## config.mk

```make
export PLATFORM = sky130hd
export DESIGN_NAME = vpi_port
export DESIGN_NICKNAME = d
export VERILOG_FILES = /design/src/include/vpi_pkg.sv /design/src/include/vpi_route_if.sv /design/src/verilog/vpi_port.sv /design/src/verilog/vpi_sync3.sv /design/src/verilog/vpi_route.sv
export SDC_FILE = /design/constraint.sdc
export NUM_CORES = 1
export LEC_CHECK = 0
export BUFFER_PORTS_ARGS = -buffer_cell sky130_fd_sc_hd__buf_2
export CAP_MARGIN = 20
export CORE_ASPECT_RATIO = 0.9
export CORE_MARGIN = 10
export CORE_UTILIZATION = 35
export DETAILED_ROUTE_END_ITERATION = 7
export PLACE_DENSITY = 0.52
export SLEW_MARGIN = 25
export SYNTH_ARGS = -nofsm -noshare
export SYNTH_HDL_FRONTEND = slang
export SYNTH_HIERARCHICAL = 1
export SYNTH_SLANG_ARGS = --single-unit
```

## constraint.sdc

```tcl
create_clock -name pclk -period 5.3 [get_ports pclk]
set_input_delay 0.265 -clock pclk [delete_from_list [all_inputs] [get_ports pclk]]
set_output_delay 0.265 -clock pclk [all_outputs]
set_load 0.02 [all_outputs]
```

## src/include/vpi_pkg.sv

```systemverilog
// Package with register layouts, codes and constants of the video pixel input port.
`default_nettype none
package vpi_pkg;
	localparam int PIX_W = 10;
	localparam int FMT_POL_BIT = 0;

	localparam logic [7:0] ADDR_INPUT  = 8'h00;
	localparam logic [7:0] ADDR_OUTPUT = 8'h04;
	localparam logic [7:0] ADDR_SYNC   = 8'h08;
	localparam logic [7:0] ADDR_STATUS = 8'h0c;
	localparam logic [7:0] ADDR_PIXEL  = 8'h10;

	localparam logic [31:0] IN_MASK   = 32'h00000f77;
	localparam logic [31:0] OUT_MASK  = 32'h000001ff;
	localparam logic [31:0] SYNC_MASK = 32'h000007fb;
	localparam logic [31:0] IN_RST    = 32'h00000000;
	localparam logic [31:0] OUT_RST   = 32'h00000020;
	localparam logic [31:0] SYNC_RST  = 32'h00000000;

	localparam logic [2:0] MODE_SD    = 3'h0;
	localparam logic [2:0] MODE_EDHD1 = 3'h1;
	localparam logic [2:0] MODE_EDHD2 = 3'h2;
	localparam logic [2:0] MODE_ED54  = 3'h7;
	localparam logic [1:0] WID_8      = 2'h0;
	localparam logic [1:0] WID_16     = 2'h1;
	localparam logic [1:0] WID_10     = 2'h2;
	localparam logic [1:0] EDGE_FALL  = 2'h3;

	typedef struct packed {
		logic [19:0] rsvd1;
		logic        narrow;
		logic        ten_bit;
		logic [1:0]  width;
		logic        rsvd0;
		logic [2:0]  mode;
		logic        rsvd;
		logic [1:0]  edge_sel;
		logic        rgb_in;
	} vpi_in_cfg_t;

	typedef struct packed {
		logic [22:0] rsvd;
		logic        hd_sel;
		logic        hd_rate;
		logic        sded_rate;
		logic        pll_off;
		logic        rgb_rev;
		logic        col_swap;
		logic        lc_swap;
		logic        comp_sel;
		logic        ypbpr_sel;
	} vpi_out_cfg_t;

	typedef struct packed {
		logic [20:0] rsvd;
		logic        inv_blank;
		logic        inv_v;
		logic        inv_h;
		logic [4:0]  fmt;
		logic        rsvd0;
		logic        cea_sd;
		logic        cea_hd;
	} vpi_sync_cfg_t;

	typedef enum logic [2:0] {
		OS_1X  = 3'b000,
		OS_2X  = 3'b001,
		OS_4X  = 3'b010,
		OS_8X  = 3'b011,
		OS_16X = 3'b100
	} vpi_os_t;

	typedef enum logic [3:0] {
		C_G      = 4'b0000,
		C_B      = 4'b0001,
		C_R      = 4'b0010,
		C_Y      = 4'b0011,
		C_PB     = 4'b0100,
		C_PR     = 4'b0101,
		C_CVBS   = 4'b0110,
		C_LUMA   = 4'b0111,
		C_CHROMA = 4'b1000
	} vpi_comp_t;

	typedef struct packed {
		logic [25:0] rsvd;
		logic        ext_ok;
		logic        emb_ok;
		logic        pll_on;
		vpi_os_t     rate;
	} vpi_status_t;

	typedef struct packed {
		logic [1:0]       rsvd;
		logic [PIX_W-1:0] c2;
		logic [PIX_W-1:0] c1;
		logic [PIX_W-1:0] c0;
	} vpi_pixel_t;

	typedef struct packed {
		logic        sd_v;
		logic        sd_h;
		logic        hd_b;
		logic        hd_v;
		logic        hd_h;
		logic [15:0] bus;
		logic        clk;
	} vpi_pins_t;

	typedef struct packed { logic [7:0] hi; logic [7:0] lo; } vpi_bus_t;
	typedef struct packed { logic [9:0] w10; logic [5:0] low; } vpi_bus10_t;
	typedef struct packed { logic [4:0] b; logic [5:0] g; logic [4:0] r; } vpi_rgb_t;
endpackage
`default_nettype wire

```

## src/include/vpi_route_if.sv

```systemverilog
// Interface between the pixel port core and its output routing logic.
`default_nettype none
interface vpi_route_if;
	logic                is_sd;
	logic                ypbpr;
	logic                comp;
	logic                lc_swap;
	logic                col_swap;
	logic                rgb_rev;
	vpi_pkg::vpi_comp_t  sel1;
	vpi_pkg::vpi_comp_t  sel2;
	vpi_pkg::vpi_comp_t  sel3;
	modport ctl (output is_sd, ypbpr, comp, lc_swap, col_swap, rgb_rev, input sel1, sel2, sel3);
	modport rt (input is_sd, ypbpr, comp, lc_swap, col_swap, rgb_rev, output sel1, sel2, sel3);
endinterface
`default_nettype wire

```

## src/verilog/vpi_port.sv

```systemverilog
// Pixel input port: capture, lane mapping, sync polarity, routing and rate selection.
// Functional notes
// Three-bit mode field picks SD, ED/HD or ED at 54 MHz; SD after reset.
// Narrow 8-bit DDR: luma and chroma share lanes 7..0 on opposite edges.
// Two-bit edge field chooses the luma capture edge; 00 and 11 are valid.
// ED at 54 MHz uses interleaved data and embedded codes only.
// Wide 8-bit SD YCrCb: interleaved pixels on lanes 15..8.
// 10-bit SD YCrCb: interleaved pixels on lanes 15..6.
// 16-bit SD YCrCb: luma 15..8, chroma 7..0, every second clock.
// SD RGB: red 4..0, green 10..5, blue 15..11.
// Source supplies external sync in SD RGB mode.
// Wide SD YCrCb takes embedded codes only at 8 and 10 bits.
// ED/HD takes 16-bit SDR or 8/10-bit DDR data.
// DDR and 54 MHz ED use lanes 15..8, or 15..6 with ten-bit enable.
// SD outputs: G,B,R or Y,Pb,Pr or CVBS,luma,chroma with swap.
// ED/HD outputs G,B,R or Y,Pb,Pr; swap exchanges second and third.
// SD RGB output can reverse its colour order.
// Oversampling PLL is off after reset; writing 0 enables it.
// SD oversampling is 2x, or 8x/16x by rate bit with PLL on.
// ED oversampling is 1x, or 4x/8x by rate bit with PLL on.
// HD oversampling is 1x, or 2x/4x by HD rate bit with PLL on.
// Sync is low in blanking unless compliance follows the format code.
// ED/HD sync and blank inputs invert individually; SD sync cannot.
// Edge value 00 takes luma on rising edges, 11 on falling edges.
// Captured lanes are registered and paired into one luma/chroma word.
//
// Our own choices: the APB slave port and the address map.
`default_nettype none
module vpi_port (
	input  wire logic                    pclk,
	input  wire logic                    presetn,
	input  wire logic                    ce,
	input  wire logic [7:0]              paddr,
	input  wire logic                    psel,
	input  wire logic                    penable,
	input  wire logic                    pwrite,
	input  wire logic [31:0]             pwdata,
	output logic      [31:0]             prdata,
	output logic                         pready,
	output logic                         pslverr,
	input  wire logic                    pixel_clock_input,
	input  wire logic [15:0]             pixel_bus,
	input  wire logic                    hd_line_sync_input,
	input  wire logic                    hd_frame_sync_input,
	input  wire logic                    hd_blank_input,
	input  wire logic                    sd_line_sync_input,
	input  wire logic                    sd_frame_sync_input,
	output logic                         pix_valid,
	output logic      [9:0]              pix_c0,
	output logic      [9:0]              pix_c1,
	output logic      [9:0]              pix_c2,
	output vpi_pkg::vpi_comp_t           dac_sel1,
	output vpi_pkg::vpi_comp_t           dac_sel2,
	output vpi_pkg::vpi_comp_t           dac_sel3,
	output vpi_pkg::vpi_os_t             os_rate,
	output logic                         pll_enable,
	output logic                         embedded_sync_en,
	output logic                         ext_sync_en,
	output logic                         line_blank,
	output logic                         frame_blank,
	output logic                         blank_active
);
	typedef struct packed {
		vpi_pkg::vpi_in_cfg_t   icfg;
		vpi_pkg::vpi_out_cfg_t  ocfg;
		vpi_pkg::vpi_sync_cfg_t scfg;
		logic [31:0]            prdata;
		logic                   pready;
		logic                   pslverr;
		logic                   clk_d;
		logic                   phase;
		logic [9:0]             held;
		vpi_pkg::vpi_pixel_t    pix;
		logic                   vld;
		vpi_pkg::vpi_comp_t     sel1;
		vpi_pkg::vpi_comp_t     sel2;
		vpi_pkg::vpi_comp_t     sel3;
		vpi_pkg::vpi_os_t       rate;
		logic                   pll_en;
		logic                   emb_en;
		logic                   ext_en;
		logic                   hs;
		logic                   vs;
		logic                   bl;
	} vpi_st_t;

	vpi_st_t                st;
	vpi_st_t                next_st;
	vpi_pkg::vpi_pins_t     raw;
	vpi_pkg::vpi_pins_t     syn;
	vpi_pkg::vpi_bus_t      bus;
	vpi_pkg::vpi_bus10_t    b10;
	vpi_pkg::vpi_rgb_t      rgb;
	logic                   is_ed54;
	logic                   is_edhd;
	logic                   is_sd;
	logic                   is_hd;
	logic                   rise;
	logic                   fall;
	logic                   luma_fall;
	logic                   act_hi;
	logic                   hit;
	logic [7:0]             byte_w;
	logic [9:0]             word;

	vpi_route_if rif ();

	assign raw = '{sd_v: sd_frame_sync_input, sd_h: sd_line_sync_input, hd_b: hd_blank_input,
		hd_v: hd_frame_sync_input, hd_h: hd_line_sync_input, bus: pixel_bus, clk: pixel_clock_input};

	vpi_sync3 #(
		.W($bits(vpi_pkg::vpi_pins_t))
	) u_sync (
		.pclk    (pclk),
		.presetn (presetn),
		.ce      (ce),
		.d       (raw),
		.q       (syn)
	);

	assign rif.is_sd = is_sd;
	assign rif.ypbpr = st.ocfg.ypbpr_sel;
	assign rif.comp = st.ocfg.comp_sel;
	assign rif.lc_swap = st.ocfg.lc_swap;
	assign rif.col_swap = st.ocfg.col_swap;
	assign rif.rgb_rev = st.ocfg.rgb_rev;

	vpi_route u_route (
		.rif (rif.rt)
	);

	// Mode decode; unlisted codes behave as standard definition.
	assign is_ed54 = st.icfg.mode == vpi_pkg::MODE_ED54;
	assign is_edhd = st.icfg.mode == vpi_pkg::MODE_EDHD1 || st.icfg.mode == vpi_pkg::MODE_EDHD2;
	assign is_sd = !is_ed54 && !is_edhd;
	assign is_hd = is_edhd && st.ocfg.hd_sel;
	assign luma_fall = st.icfg.edge_sel == vpi_pkg::EDGE_FALL;
	assign rise = syn.clk && !st.clk_d;
	assign fall = !syn.clk && st.clk_d;
	assign bus = syn.bus;
	assign b10 = syn.bus;
	assign rgb = syn.bus;
	assign byte_w = st.icfg.narrow ? bus.lo : bus.hi;
	assign word = st.icfg.ten_bit ? b10.w10 : vpi_pkg::PIX_W'(byte_w);
	assign hit = paddr == vpi_pkg::ADDR_INPUT || paddr == vpi_pkg::ADDR_OUTPUT ||
		paddr == vpi_pkg::ADDR_SYNC || paddr == vpi_pkg::ADDR_STATUS || paddr == vpi_pkg::ADDR_PIXEL;
	assign act_hi = (is_sd ? st.scfg.cea_sd : st.scfg.cea_hd) && st.scfg.fmt[vpi_pkg::FMT_POL_BIT];

	always_comb begin
		logic [31:0] rd;
		logic [9:0]  sdw;
		rd = '0;
		sdw = (st.icfg.width == vpi_pkg::WID_10) ? b10.w10 : vpi_pkg::PIX_W'(byte_w);
		next_st = st;
		next_st.clk_d = syn.clk;
		next_st.vld = 1'b0;
		// Register bus: one wait state, then the answer.
		case (paddr)
			vpi_pkg::ADDR_INPUT: rd = st.icfg;
			vpi_pkg::ADDR_OUTPUT: rd = st.ocfg;
			vpi_pkg::ADDR_SYNC: rd = st.scfg;
			vpi_pkg::ADDR_STATUS: rd = vpi_pkg::vpi_status_t'{rsvd: '0, ext_ok: st.ext_en, emb_ok: st.emb_en,
				pll_on: st.pll_en, rate: st.rate};
			vpi_pkg::ADDR_PIXEL: rd = st.pix;
			default: rd = '0;
		endcase
		next_st.pready = psel && penable && !st.pready;
		next_st.pslverr = (psel && penable && !st.pready) ? !hit : 1'b0;
		if (psel && penable && !st.pready) begin
			next_st.prdata = rd;
		end
		if (psel && penable && st.pready && pwrite) begin
			case (paddr)
				vpi_pkg::ADDR_INPUT: next_st.icfg = pwdata & vpi_pkg::IN_MASK;
				vpi_pkg::ADDR_OUTPUT: next_st.ocfg = pwdata & vpi_pkg::OUT_MASK;
				vpi_pkg::ADDR_SYNC: next_st.scfg = pwdata & vpi_pkg::SYNC_MASK;
				default: next_st.pslverr = st.pslverr;
			endcase
		end
		// Capture and pairing.
		if (is_sd) begin
			if (st.icfg.rgb_in) begin
				if (rise) begin
					next_st.phase = !st.phase;
					if (st.phase) begin
						next_st.pix.c0 = vpi_pkg::PIX_W'(rgb.g);
						next_st.pix.c1 = vpi_pkg::PIX_W'(rgb.b);
						next_st.pix.c2 = vpi_pkg::PIX_W'(rgb.r);
						next_st.vld = 1'b1;
					end
				end
			end else if (st.icfg.width == vpi_pkg::WID_16) begin
				if (rise) begin
					next_st.phase = !st.phase;
					if (st.phase) begin
						next_st.pix.c0 = vpi_pkg::PIX_W'(bus.hi);
						next_st.pix.c1 = vpi_pkg::PIX_W'(bus.lo);
						next_st.pix.c2 = '0;
						next_st.vld = 1'b1;
					end
				end
			end else if (rise) begin
				next_st.phase = !st.phase;
				if (!st.phase) begin
					next_st.held = sdw;
				end else begin
					next_st.pix.c0 = sdw;
					next_st.pix.c1 = st.held;
					next_st.pix.c2 = '0;
					next_st.vld = 1'b1;
				end
			end
		end else if (is_ed54) begin
			if (rise) begin
				next_st.phase = !st.phase;
				if (!st.phase) begin
					next_st.held = word;
				end else begin
					next_st.pix.c0 = word;
					next_st.pix.c1 = st.held;
					next_st.pix.c2 = '0;
					next_st.vld = 1'b1;
				end
			end
		end else if (st.icfg.width == vpi_pkg::WID_16) begin
			if (rise) begin
				next_st.pix.c0 = vpi_pkg::PIX_W'(bus.hi);
				next_st.pix.c1 = vpi_pkg::PIX_W'(bus.lo);
				next_st.pix.c2 = '0;
				next_st.vld = 1'b1;
			end
		end else begin
			if (luma_fall ? fall : rise) begin
				next_st.held = word;
			end
			if (luma_fall ? rise : fall) begin
				next_st.pix.c0 = st.held;
				next_st.pix.c1 = word;
				next_st.pix.c2 = '0;
				next_st.vld = 1'b1;
			end
		end
		// Sync levels, active high while in blanking.
		if (is_ed54) begin
			next_st.hs = 1'b0;
			next_st.vs = 1'b0;
			next_st.bl = 1'b0;
		end else if (is_sd) begin
			next_st.hs = syn.sd_h ^ !act_hi;
			next_st.vs = syn.sd_v ^ !act_hi;
			next_st.bl = 1'b0;
		end else begin
			next_st.hs = syn.hd_h ^ st.scfg.inv_h ^ !act_hi;
			next_st.vs = syn.hd_v ^ st.scfg.inv_v ^ !act_hi;
			next_st.bl = syn.hd_b ^ st.scfg.inv_blank ^ !act_hi;
		end
		next_st.ext_en = !is_ed54;
		next_st.emb_en = is_sd ? (!st.icfg.rgb_in && st.icfg.width != vpi_pkg::WID_16) : 1'b1;
		// Oversampling rate.
		next_st.pll_en = !st.ocfg.pll_off;
		if (st.ocfg.pll_off) begin
			next_st.rate = is_sd ? vpi_pkg::OS_2X : vpi_pkg::OS_1X;
		end else if (is_sd) begin
			next_st.rate = st.ocfg.sded_rate ? vpi_pkg::OS_8X : vpi_pkg::OS_16X;
		end else if (is_hd) begin
			next_st.rate = st.ocfg.hd_rate ? vpi_pkg::OS_2X : vpi_pkg::OS_4X;
		end else begin
			next_st.rate = st.ocfg.sded_rate ? vpi_pkg::OS_4X : vpi_pkg::OS_8X;
		end
		next_st.sel1 = rif.sel1;
		next_st.sel2 = rif.sel2;
		next_st.sel3 = rif.sel3;
	end

	always_ff @(posedge pclk or negedge presetn) begin
		if (!presetn) begin
			st <= '0;
			st.icfg <= vpi_pkg::IN_RST;
			st.ocfg <= vpi_pkg::OUT_RST;
			st.scfg <= vpi_pkg::SYNC_RST;
		end else if (ce) begin
			st <= next_st;
		end
	end

	assign prdata = st.prdata;
	assign pready = st.pready;
	assign pslverr = st.pslverr;
	assign pix_valid = st.vld;
	assign pix_c0 = st.pix.c0;
	assign pix_c1 = st.pix.c1;
	assign pix_c2 = st.pix.c2;
	assign dac_sel1 = st.sel1;
	assign dac_sel2 = st.sel2;
	assign dac_sel3 = st.sel3;
	assign os_rate = st.rate;
	assign pll_enable = st.pll_en;
	assign embedded_sync_en = st.emb_en;
	assign ext_sync_en = st.ext_en;
	assign line_blank = st.hs;
	assign frame_blank = st.vs;
	assign blank_active = st.bl;
endmodule
`default_nettype wire

```

## src/verilog/vpi_sync3.sv

```systemverilog
// Three-stage input synchroniser that accepts a change once stages two and three agree.
`default_nettype none
module vpi_sync3 #(
	parameter int W = 1
) (
	input  wire logic         pclk,
	input  wire logic         presetn,
	input  wire logic         ce,
	input  wire logic [W-1:0] d,
	output logic      [W-1:0] q
);
	typedef struct packed {
		logic [W-1:0] s1;
		logic [W-1:0] s2;
		logic [W-1:0] s3;
		logic [W-1:0] q;
	} vpi_sync_st_t;

	vpi_sync_st_t st;
	vpi_sync_st_t next_st;

	always_comb begin
		next_st = st;
		next_st.s1 = d;
		next_st.s2 = st.s1;
		next_st.s3 = st.s2;
		for (int i = 0; i < W; i++) begin
			if (st.s2[i] == st.s3[i]) begin
				next_st.q[i] = st.s3[i];
			end
		end
	end

	always_ff @(posedge pclk or negedge presetn) begin
		if (!presetn) begin
			st <= '0;
		end else if (ce) begin
			st <= next_st;
		end
	end

	assign q = st.q;
endmodule
`default_nettype wire

```

## src/verilog/vpi_route.sv

```systemverilog
// Selection of the component carried by each of the three outputs.
`default_nettype none
module vpi_route (
	vpi_route_if.rt rif
);
	always_comb begin
		rif.sel1 = vpi_pkg::C_G;
		rif.sel2 = vpi_pkg::C_B;
		rif.sel3 = vpi_pkg::C_R;
		if (rif.is_sd) begin
			if (!rif.ypbpr) begin
				if (rif.rgb_rev) begin
					rif.sel2 = vpi_pkg::C_R;
					rif.sel3 = vpi_pkg::C_B;
				end
			end else if (!rif.comp) begin
				rif.sel1 = vpi_pkg::C_Y;
				rif.sel2 = vpi_pkg::C_PB;
				rif.sel3 = vpi_pkg::C_PR;
			end else begin
				rif.sel1 = vpi_pkg::C_CVBS;
				rif.sel2 = rif.lc_swap ? vpi_pkg::C_CHROMA : vpi_pkg::C_LUMA;
				rif.sel3 = rif.lc_swap ? vpi_pkg::C_LUMA : vpi_pkg::C_CHROMA;
			end
		end else begin
			if (rif.ypbpr) begin
				rif.sel1 = vpi_pkg::C_Y;
				rif.sel2 = rif.col_swap ? vpi_pkg::C_PR : vpi_pkg::C_PB;
				rif.sel3 = rif.col_swap ? vpi_pkg::C_PB : vpi_pkg::C_PR;
			end else begin
				rif.sel2 = rif.col_swap ? vpi_pkg::C_R : vpi_pkg::C_B;
				rif.sel3 = rif.col_swap ? vpi_pkg::C_B : vpi_pkg::C_R;
			end
		end
	end
endmodule
`default_nettype wire

```

# Word-level counts from Yosys, hierarchy flattened
# Cells that the tools add are included.
[totals]
wordCells = 249
output_inout_bits = 86
regBits = 215
input_bits = 68
[op_classes]
reduce_logical = 62
mux = 69
eq_ne = 44
bitwise = 8
[ops]
columns = ["op", "count"]
rows = [
  ["$mux 31", 15],
  ["$pmux 30 s5", 1],
  ["$mux 10", 9],
  ["$mux 4", 12],
  ["$reduce_and 2->1", 24],
  ["$mux 11", 3],
  ["$eq 1x1->1", 22],
  ["$mux 3", 6],
  ["$ne 2x2->1 const B", 9],
  ["$eq 8x4->1 const B", 2],
  ["$mux 1", 15],
  ["$mux 2", 7],
  ["$logic_and 1x1->1", 10],
  ["$logic_not 1->1", 10],
  ["$reduce_and 3->1", 3],
  ["$reduce_and 9->1", 1],
  ["$eq 8x3->1 const B", 1],
  ["$eq 8x5->1 const B", 1],
  ["$logic_not 8->1", 1],
  ["$mux 8", 1],
  ["$xor 1x1->1", 8],
  ["$reduce_and 7->1", 1],
  ["$ne 2x1->1 const B", 3],
  ["$reduce_bool 3->1", 2],
  ["10 further kinds", 16],
]

# Depth between registers and ports, before layout
# Gate-level depths: netlist of the first run.
[depth]
ltp_word = 10
mapped_depth = 9
depth_no_buf = 6

# By module
# Netlist of the first run, hierarchy kept.
[modules_own_cells]
columns = ["module", "instances", "area_per_inst_um2", "cells_per_inst", "seq_area_each_um2"]
rows = [
  ["vpi_port", 1, 7191.9, 751, 2904.0],
  ["vpi_sync3", 1, 3688.5, 258, 2202.1],
  ["vpi_route", 1, 178.9, 26, 0.0],
]

# Least setup slack after synthesis of the first run
# No wires, ideal clock.
[synth_path]
path_type = "register to register"
startpoint = "reg st[173] in the netlist's numbering"
endpoint = "reg st[57] in the netlist's numbering"
n_path_buf = 1
slack_ps = 3157
setup_ps = 125
required_ps = 5175
arrival_ps = 2018
stages_incl_launch_ff = 7
period_less_slack_ps = 2143
cell_sequence = "dfrtp_1 > buf_4 > or3b_1 > a31o_2 > a221oi_4 > mux2_2 > mux2_2"
[synth_via]
elab_chain_cells = 7
elab_cells_between_ends = 11
cone_classes = "eq/ne (4); mux (6); reduce/logical (1)"
[synth_rtl]
columns = ["item", "line_no", "rtl"]
rows = [
  ["from (decl)", "vpi_port.sv:87", "vpi_st_t st;"],
  ["from (signal assigned)", "vpi_port.sv:282", "st <= next_st;"],
  ["$eq 2x2->1", "vpi_port.sv:153", "sdw = (st.icfg.width == vpi_pkg::WID_10) ? b10.w10 : vpi_pkg::PIX_W'(byte_w);"],
  ["$mux 10", "vpi_port.sv:153", ""],
  ["$mux 10", "vpi_port.sv:204", "if (!st.phase) begin"],
  ["$mux 11", "vpi_port.sv:202", "end else if (rise) begin"],
  ["$mux 10", "vpi_port.sv:192", "end else if (st.icfg.width == vpi_pkg::WID_16) begin"],
  ["$mux 10", "vpi_port.sv:182", "if (st.icfg.rgb_in) begin"],
  ["$mux 11", "vpi_port.sv:181", "if (is_sd) begin"],
]
# Parallel ways exist; a longest one is shown, timed or not. The select of a mux whose other input is x is not followed.
# A chain may end at the register's enable or synchronous reset.

# Final worst setup path of the first run
[layout_path]
startpoint = "reg st[168] in the netlist's numbering"
endpoint = "reg st[56] in the netlist's numbering"
[layout_via]
elab_chain_cells = 6
elab_cells_between_ends = 18
cone_classes = "eq/ne (10); mux (2); reduce/logical (6)"
[layout_rtl]
columns = ["item", "line_no", "rtl"]
rows = [
  ["$eq 3x1->1 or $eq 3x2->1 (tied branches)", "vpi_port.sv:134", "assign is_edhd = st.icfg.mode == vpi_pkg::MODE_EDHD1 || st.icfg.mode == vpi_pkg::MODE_EDHD2;"],
  ["$logic_or 1x1->1", "vpi_port.sv:134", ""],
  ["$logic_not 1->1", "vpi_port.sv:135", "assign is_sd = !is_ed54 && !is_edhd;"],
  ["$logic_and 1x1->1", "vpi_port.sv:135", ""],
  ["$ne 2x2->1 (no line), or another cell as far along", "--", ""],
  ["$reduce_and 9->1 (no line)", "--", ""],
]
# Parallel ways exist; a longest one is shown, timed or not.

==> results of run 1 <==
sequential cells by signal (all words and copies together), names as in the netlist, 3 cells and up:
signal,flops
dac_sel1,4
u_sync/q,22
dac_sel2,4
pix_c1,10
u_sync/st,22
dac_sel3,4
u_sync/next_st,44
pix_c2,5
prdata,26
os_rate,3
st,36
pix_c0,10
critical path, cell delays in order, from the launching register on:
cell,delay (ns)
dfrtp_1,0.67
nor3b_2,0.46
a21o_1,0.34
inv_2,0.32
a221o_1,0.68
mux2_1,0.40
report_power, final:
| part | internal [W] | leakage (nW) | total [W] | switching (W) |
|---|---|---|---|---|
| Combinational | 0.000461 | 2.63 | 0.00101 | 0.000552 |
| Sequential | 0.00182 | 2.53 | 0.00220 | 0.000376 |
| Clock | 0.00103 | 0.408 | 0.00170 | 0.000673 |
kinds of logic (layout without fill, tap and decap cells):
kind of cell | count (synthesis) | after routing
AOI/OAI and AO/OA | 242 | 242
xor gates and xnor gates | 7 | 7
adders and majority gates | 3 | 3
buffers and inverters | 189 | 234
DFF | 204 | 204
muxes | 168 | 168
other | 2 | 9
and+or+nand+nor | 220 | 220
through the flow:
stage / util / hold slack, ns
2_1_floorplan: - / -0.0306
3_3_place_gp: 0.362 / 0.448
3_5_place_dp: 0.362 / 0.437
4_1_cts: 0.398 / 0.000473
5_1_grt: 0.399 / 0.0123
6_report: 0.399 / 0.0212
synthesized netlist by cell type, types with 6 or more instances:
cell,instances,share of area
a21o_1,23,0.016
a21oi_1,46,0.021
a221oi_1,7,0.0055
a22o_1,42,0.033
a22oi_1,9,0.0061
a31oi_1,11,0.0062
and3_1,6,0.0034
buf_1,6,0.0020
buf_2,14,0.0063
buf_4,110,0.075
clkbuf_1,28,0.0095
dfrtp_1,203,0.46
inv_1,24,0.0081
mux2_2,132,0.13
mux2i_1,32,0.029
nand2_1,66,0.022
nand2b_1,34,0.019
nand3_1,17,0.0077
nor2_1,52,0.018
nor2b_1,9,0.0051
o21ai_0,52,0.024
o22ai_1,6,0.0034
o31ai_1,10,0.0068
worst paths after layout:
check | start | to | cells past startpoint
max in group asynchronous | presetn | prdata[8] | 3
hold reg to reg | prdata[7] | prdata[7] | 2
hold / removal | pwdata[1] | st[101] | 2
setup / recovery | st[168] | st[56] | 5
min in group asynchronous | presetn | u_sync/next_st[57] | 2
setup reg to reg | st[168] | st[56] | 5
metal layers:
layer	up-vias	track usage	share of wire
li1	3672	-	-
met3	44	0.0321	0.077
met5	-	0	0
met2	263	0.201	0.40
met4	0	0.0373	0.021
met1	3835	0.224	0.50
layout make-up:
class                      count  share of cell area
sequential                   204               0.412
multi-input combinational    648               0.390
antenna                        1            0.000202
clock inverter                 8             0.00869
timing repair buffer         165              0.0818
tap                          409              0.0413
clock buffer                  35              0.0575
inverter                      26             0.00788
==> flow_summary_export.csv, run 1 <==
group,metric,value,unit
run_status,outcome,"completed",
sta,slew_viol_final,0,
yosys,synth.cell_area,11100,µm²
routing,ant_nets,0,
pwr,p_leak,5.57,nW
global_route,track_usage,0.146,
clock_network,cts_tree,"done",
place,port_buffers,126,
yosys,ys_types,72,
place,routabilityCongestion,0.869,
setup_path,ff2ff_setup_slack,2.30,ns
global_route,grt_pass1_vias,7611,
clock_network,cts-root-buf,"clkbuf_16",
sta,setup_viol,0,
routing,dr.pass1.iters,7,
flow_run,maxCapViolations,0,
routing,wirelength,29.4,mm
yosys,synthAdderAreaFrac,0.00339,
sta,skew,0.0109,ns
clock_network,numCtsBuffers,24,
routing,via_per_inst,5.22,
clock_network,clockBufferDepth,3,
setup_path,start_kind,"flop",
final_layout,drive_gt1_frac,0.298,
yosys,yosys.area_share.simple,0.102,
clock_network,h-tree-depth,1,
die,initial_utilization,0.356,
final_layout,mostFrequentLayoutCell,"dfrtp_1",
routing,drc,0,
pwr,peakVddDrop,0.000207,V
yosys,ys_ff_latch,204,
yosys,synth-edff-count,0,
yosys,synth_compound_area_frac,0.152,
clock_network,cts_setup_buffers,0,
die,top_level_ports,154,
die,dieHeight,189,µm
place,hpwlAfterDp,20.5,mm
clock_network,cts_hold_buf,30,
sta,hold_viol,0,
sta,fin_crit_sh,0.565,
yosys,syn_inst,1035,
place,postPlaceCellArea,11200,µm²
yosys,synth-main-ff-cell,"dfrtp_1",
clock_network,insertion_delay,0.53,ns
clock_network,cts-resized-gates,0,
sta,tns,0,ns
global_route,antenna_found_initial,1,
yosys,yosysSeqAreaShare,0.462,
die,die_width,207,µm
place,placed_cells,1421,
die,design.core.area,31100,µm²
yosys,async_reset_ff_frac,1.00,
global_route,grt_pass1_wl,47.0,mm
routing,dr_total_vias,7814,
sta,rsz0062_at_grt,"false",
place,post-place-ws,2.17,ns
die,fp-row-count,61,
final_layout,stdcell_count,1496,
final_layout,area_growth,12.0,%
setup_path,cp.required,5.71,ns
yosys,synth_xor_area_frac,0.00554,
final_layout,fin_nets,1140,
yosys,synthMuxAreaShare,0.168,
clock_network,clk_pin_slew_worst_paths,0.06,ns
final_layout,finalInstanceArea,12400,µm²
yosys,syn_area_per_cell,10.7,µm²
setup_path,path_class,"flop to flop",
setup_path,end_kind,"flop",
pwr,power_density,397,nW/µm²
global_route,grt_max_degree,102,
pwr,finalPower,0.00491,W
sta,period_minus_slack,3.00,ns
yosys,ys_warn_count,6,
setup_path,cp.arrival,3.40,ns
sta,maxSlewHeadroom,0.376,
worst_hold_path,hold_class,"input port to flop",
clock_network,clock_sinks,204,
routing,drtIter0Drc,590,
sta,fmax,334,MHz
sta,worst_pin_slew,0.937,ns
final_layout,multiInputGateArea,4830,µm²
yosys,synth_top_family_by_area,"multiplexers",
final_layout,n_fill_cell,3043,
sta,fin_ws,2.30,ns
final_layout,mostFrequentLayoutCells,"dfrtp_1, mux2_2, buf_2, nand2_1, o21ai_0",
setup_path,cp_max_fo,27,
die,die_area,39100,µm²
final_layout,regArea,5110,µm²
global_route,overflow,0,
routing,routedWlPerCell,19.6,µm
Power figures use the tool's default switching activity.
==> inputs of run 2 (changes only) <==
PLACE_DENSITY = 0.54   (was 0.52)
clock period = 2.4 ns   (was 5.3 ns; I/O delays follow)
==> run 2 against run 1 <==
Effect of this change: sequential cell count did not move; combinational power rose to 2.5 times the previous value; register-to-register slack got worse by 2.2 ns; critical path depth unchanged.
==> flow_summary_export.csv, run 2 (same netlist as run 1, synthesis figures left out) <==
group,metric,value,unit
routing,dr_total_vias,7930,
place,post-place-ws,0.0675,ns
routing,via_per_inst,5.13,
sta,tns,0,ns
setup_path,cp.required,2.79,ns
pwr,switching_power,0.00354,W
sta,worst_pin_slew,0.643,ns
setup_path,path_class,"flop to flop",
sta,setup_viol,0,
final_layout,area_growth,15.9,%
setup_path,crit_start,"st[170]",
setup_path,cp.arrival,2.67,ns
die,die_width,207,µm
die,top_level_ports,154,
pwr,p_int,0.00747,W
run_status,outcome,"completed",
clock_network,insertion_delay,0.52,ns
clock_network,h-tree-depth,1,
setup_path,cp_max_fo,7,
sta,slew_viol_final,0,
clock_network,clockBufferDepth,3,
pwr,peakVddDrop,0.000583,V
clock_network,cts_tree,"done",
final_layout,diodes,0,
worst_hold_path,hold_class,"input port to flop",
die,fp-row-count,61,
global_route,track_usage,0.151,
setup_path,reg2reg_to,"st[59]",
die,die_area,39100,µm²
die,initial_utilization,0.356,
flow_run,maxCapViolations,0,
final_layout,stdcell_count,1545,
global_route,grt_pass1_vias,7971,
routing,drc,0,
place,routabilityCongestion,0.907,
setup_path,end_kind,"flop",
routing,wl_met2,12.9,mm
sta,period_minus_slack,2.28,ns
setup_path,r2r_cells,5,
clock_network,cts_setup_buffers,0,
pwr,switching_share,0.322,
clock_network,clock_sinks,204,
die,dieHeight,189,µm
global_route,grt_max_degree,105,
place,hpwlAfterDp,21.9,mm
final_layout,fin_nets,1191,
pwr,finalPower,0.0110,W
global_route,grt_pass1_wl,48.7,mm
final_layout,final_util,0.413,
pwr,p_seq_frac,0.432,
routing,ant_nets,0,
sta,rsz0062_at_grt,"false",
global_route,overflow,0,
pwr,power_density,859,nW/µm²
final_layout,mostFrequentLayoutCell,"dfrtp_1",
setup_path,ff2ff_setup_slack,0.12,ns
place,port_buffers,126,
sta,maxSlewHeadroom,0.570,
sta,fin_ws,0.121,ns
global_route,antenna_found_initial,1,
setup_path,crit_end,"st[59]",
die,design.core.area,31100,µm²
final_layout,drive_gt1_frac,0.322,
clock_network,cts-root-buf,"clkbuf_16",
sta,skew,0.0175,ns
pwr,p_clk_frac,0.338,
routing,wirelength,30.3,mm
routing,dr.pass1.iters,5,
setup_path,start_kind,"flop",
final_layout,mostFrequentLayoutCells,"dfrtp_1, mux2_2, buf_2, nand2_1, o21ai_0",
sta,fin_crit_sh,0.950,
place,placed_cells,1467,
setup_path,reg2reg_from,"st[170]",
routing,highest_layer,"met5",
routing,wirelength_met1,15.1,mm
pwr,p_comb_frac,0.230,
pwr,p_leak,5.81,nW
routing,drtIter0Drc,521,
sta,fmax,439,MHz
sta,hold_viol,0,
routing,routedWlPerCell,19.6,µm
clock_network,clk_pin_slew_worst_paths,0.06,ns
routing,wl_met3,1.76,mm
clock_network,numCtsBuffers,24,
final_layout,largest_reg_flops,44,
## run 2: area by class of cell
type / instances / area [µm²]
Multi-Input combinational cell: 648 / 4810
Sequential cell: 204 / 5110
Clock inverter: 6 / 82.6
Timing Repair Buffer: 216 / 1480
Inverter: 26 / 97.6
Clock buffer: 36 / 727
Tap cell: 409 / 512
Fill cell: 3036 / 18200
## run 2: metrics by stage
| step | hold slack (ns) | cell area [µm²] |
|---|---|---|
| after detailed placement | 0.193 | 11600 |
| final | 0.0630 | 12800 |
| after floorplan | -0.176 | 11100 |
| after CTS | 0.0380 | 12800 |
| after global placement | 0.197 | 11600 |
| after global routing | 0.0875 | 12800 |
## run 2: metal layers
layer  vias up  GRT usage
met2       225      0.221
met5         -          0
li1       3764          -
met3        38     0.0289
met4         2     0.0320
met1      3901      0.225
## run 2: critical path: stages, from the launching register on
cell and delay (ns):
dfrtp_1 0.40, or3b_1 0.39, a31o_2 0.26, a221oi_4 0.47
mux2_2 0.38, mux2_2 0.25
## run 2: worst min-delay path by stage
stage                       start  cells after the start  slack (ns)                 end
after global placement    presetn                      1        0.20  u_sync/next_st[65]
after CTS                      ce                      3        0.04       u_sync/st[41]
after detailed placement  presetn                      1        0.19  u_sync/next_st[65]
final                          ce                      3        0.06       u_sync/st[41]
after global routing           ce                      3        0.09        blank_active
after floorplan           presetn                      0       -0.18        blank_active
## run 2: what timing repair did
| item | in CTS | in global routing |
|---|---|---|
| resized for setup | 0 | 1 |
| hold endpoints to repair | 114 | 0 |
| endpoints found under the setup margin | 0 | 14 |
| hold buffers | 36 | 0 |
## run 2: power by group through the flow
stage	Combinational (W)	Clock [W]	Sequential, W
floorplan	0.00210	0	0.00443
global placement	0.00246	0	0.00479
detailed placement	0.00248	0	0.00481
CTS	0.00254	0.00382	0.00475
global route	0.00279	0.00395	0.00484
finish	0.00254	0.00372	0.00475
==> inputs of run 3 (changes only) <==
PLACE_DENSITY = 0.52   (was 0.54)
SYNTH_HIERARCHICAL = default   (was 1)
clock period = 2.1 ns   (was 2.4 ns; I/O delays follow)
==> run 3 against run 2 <==
Effect of this change: sequential power up 11%; register-to-register slack improved by 0.02 ns; setup slack improved by 0.023 ns; non-clock buffer count grew 15; sequential share of layout area increased by 1.1 points; power rose by 14%; critical path depth up 1; via count decreased by 1.1%; worst hold slack lost 0.016 ns; wire length down 3.4%; largest cell class unchanged.
==> flow_summary_export.csv, run 3 <==
group,metric,value,unit
clock_network,clk_pin_slew_worst_paths,0.06,ns
clock_network,clock_sinks,203,
yosys,yosysMostFrequentCell,"dfrtp_1",
yosys,syn_inst,1003,
sta,period_minus_slack,1.96,ns
final_layout,mostFrequentLayoutCells,"dfrtp_1, buf_2, o21ai_0, mux2_2, nand2_1",
pwr,p_int,0.00840,W
global_route,antenna_found_initial,0,
die,top_level_ports,154,
yosys,synth.cell_area,10400,µm²
global_route,overflow,0,
setup_path,cp.required,2.50,ns
pwr,p_clk_frac,0.321,
global_route,grt_pass1_vias,7708,
yosys,synth_top_area_frac,0.488,
die,die_width,201,µm
setup_path,crit_end,"st[61]",
pwr,power_density,1010,nW/µm²
pwr,switching_share,0.331,
sta,setup_viol,0,
die,initial_utilization,0.357,
sta,hold_viol,0,
clock_network,cts_tree,"done",
setup_path,reg2reg_to,"st[61]",
yosys,yosys.area.top_type,"dfrtp_1",
run_status,outcome,"completed",
setup_path,r2r_cells,6,
final_layout,drive_gt1_frac,0.305,
sta,fmax,511,MHz
routing,drc,0,
routing,dr.pass1.iters,5,
global_route,grt_pass1_wl,47.1,mm
final_layout,area_growth,19.8,%
yosys,synth-edff-count,0,
sta,fin_crit_sh,0.932,
sta,rsz0062_at_grt,"true",
die,die_area,36900,µm²
setup_path,crit_start,"st[169]",
die,dieHeight,183,µm
sta,whs,0.0472,ns
pwr,switching_power,0.00416,W
setup_path,ff2ff_setup_slack,0.14,ns
yosys,yosys-top-cells-area,"dfrtp_1, mux2_2, buf_4",
routing,via_per_inst,5.11,
place,placed_cells,1457,
sta,tns,0,ns
global_route,grt_max_degree,121,
routing,dr_total_vias,7841,
pwr,p_comb_frac,0.259,
flow_run,maxCapViolations,0,
pwr,peakVddDrop,0.000660,V
place,port_buffers,125,
final_layout,stdcell_count,1533,
final_layout,final_util,0.428,
clock_network,numCtsBuffers,24,
routing,ant_nets,0,
die,fp-row-count,59,
clock_network,cts-root-buf,"clkbuf_16",
setup_path,cp.arrival,2.36,ns
place,routabilityCongestion,0.890,
clock_network,clockBufferDepth,3,
yosys,ys_top_cells_by_count,"dfrtp_1, o21ai_0, mux2_2",
yosys,ys_types,67,
global_route,track_usage,0.157,
setup_path,reg2reg_from,"st[169]",
final_layout,largest_reg_flops,44,
sta,slew_viol_final,0,
yosys,synth-main-ff-cell,"dfrtp_1",
pwr,p_leak,5.70,nW
sta,maxSlewHeadroom,0.607,
final_layout,fin_nets,1193,
routing,routedWlPerCell,19.1,µm
clock_network,h-tree-depth,1,
setup_path,end_kind,"flop",
sta,skew,0.0153,ns
setup_path,start_kind,"flop",
yosys,async_reset_ff_frac,1.00,
place,hpwlAfterDp,21.6,mm
yosys,syn_area_per_cell,10.3,µm²
routing,wirelength,29.3,mm
final_layout,n_fill_cell,2823,
final_layout,diodes,0,
die,design.core.area,29000,µm²
yosys,ys_ff_latch,203,
setup_path,cp_max_fo,5,
yosys,yosysSeqAreaShare,0.491,
clock_network,insertion_delay,0.52,ns
setup_path,path_class,"flop to flop",
pwr,p_seq_frac,0.420,
routing,drtIter0Drc,546,
worst_hold_path,hold_class,"input port to flop",
sta,worst_pin_slew,0.587,ns
clock_network,cts_setup_buffers,0,
final_layout,mostFrequentLayoutCell,"dfrtp_1",
yosys,ys_warn_count,0,
-- run 3: changes by cell type in the layout (fill, tap and decap cells not counted), sizes merged, moves of 16 or more --
| cell | delta |
|---|---|
| o21ai | +56 |
| mux2 | -38 |
| a21oi | +32 |
| nand2b | -31 |
| nor2 | -23 |
| a21o | -20 |
| a22o | -18 |
| buf | +16 |
-- run 3: worst max-delay path: stages, from the launching register on --
cell	delay, ns
dfrtp_1	0.45
xnor2_2	0.21
o21a_2	0.23
mux2i_1	0.21
buf_4	0.16
mux2_2	0.34
mux2_2	0.26
-- run 3: power groups by stage --
stage	clock, W	combinational [W]	sequential [W]
3_5_place_dp	0	0.00318	0.00534
2_1_floorplan	0	0.00215	0.00508
6_report	0.00403	0.00326	0.00527
4_1_cts	0.00416	0.00325	0.00527
5_1_grt	0.00434	0.00360	0.00536
3_3_place_gp	0	0.00316	0.00532
-- run 3: timing repair --
item / in CTS / in global routing
setup endpoints to repair: 0 / 8
gates resized for setup: 0 / 6
endpoints found under the hold margin: 109 / 0
hold buffers: 35 / 0
-- run 3: kinds of logic (layout without fill, tap and decap cells) --
group           after synthesis  in the layout  share of synthesized area
simple gates                183            183                     0.0853
xor+xnor                      7              7                    0.00665
fa+ha+maj                     3              3                    0.00363
flops                       203            203                      0.491
buf+inv                     179            306                     0.0968
compound gates              295            295                      0.177
mux                         132            132                      0.139
other cells                   1              8                   0.000362
-- run 3: metrics by stage --
step	cell area [µm²]	setup slack, ns	total power (W)
after detailed placement	11300	0.112	0.00852
after floorplan	10400	0.0982	0.00723
after global placement	11300	0.103	0.00847
after global routing	12400	-0.00810	0.0133
final	12400	0.144	0.0126
after CTS	12400	0.0774	0.0127
-- run 3: final cells by class --
class	count	area, µm²	share of cell area
Sequential cell	203	5080	0.410
Multi-Input combinational cell	628	4330	0.349
Timing Repair Buffer	231	1610	0.130
Clock buffer	38	713	0.0575
Tap cell	396	495	0.0399
Inverter	34	128	0.0103
Clock inverter	3	53.8	0.00434
-- run 3: worst min path at each step --
| stage | from | endpoint | slack [ns] | cells past startpoint |
|---|---|---|---|---|
| 2_1_floorplan | presetn | blank_active | -0.19 | 0 |
| 3_3_place_gp | presetn | prdata[6] | 0.12 | 1 |
| 3_5_place_dp | presetn | prdata[6] | 0.12 | 1 |
| 4_1_cts | paddr[6] | prdata[11] | 0.03 | 5 |
| 5_1_grt | paddr[6] | prdata[8] | 0.06 | 5 |
| 6_report | paddr[6] | prdata[11] | 0.05 | 5 |
-- run 3: routing by layer --
| layer | track usage | vias up | share of wire |
|---|---|---|---|
| met4 | 0.0324 | 0 | 0.016 |
| met1 | 0.242 | 3847 | 0.52 |
| met3 | 0.0314 | 35 | 0.059 |
| li1 | - | 3745 | - |
| met5 | 0 | - | 0 |
| met2 | 0.220 | 214 | 0.41 |
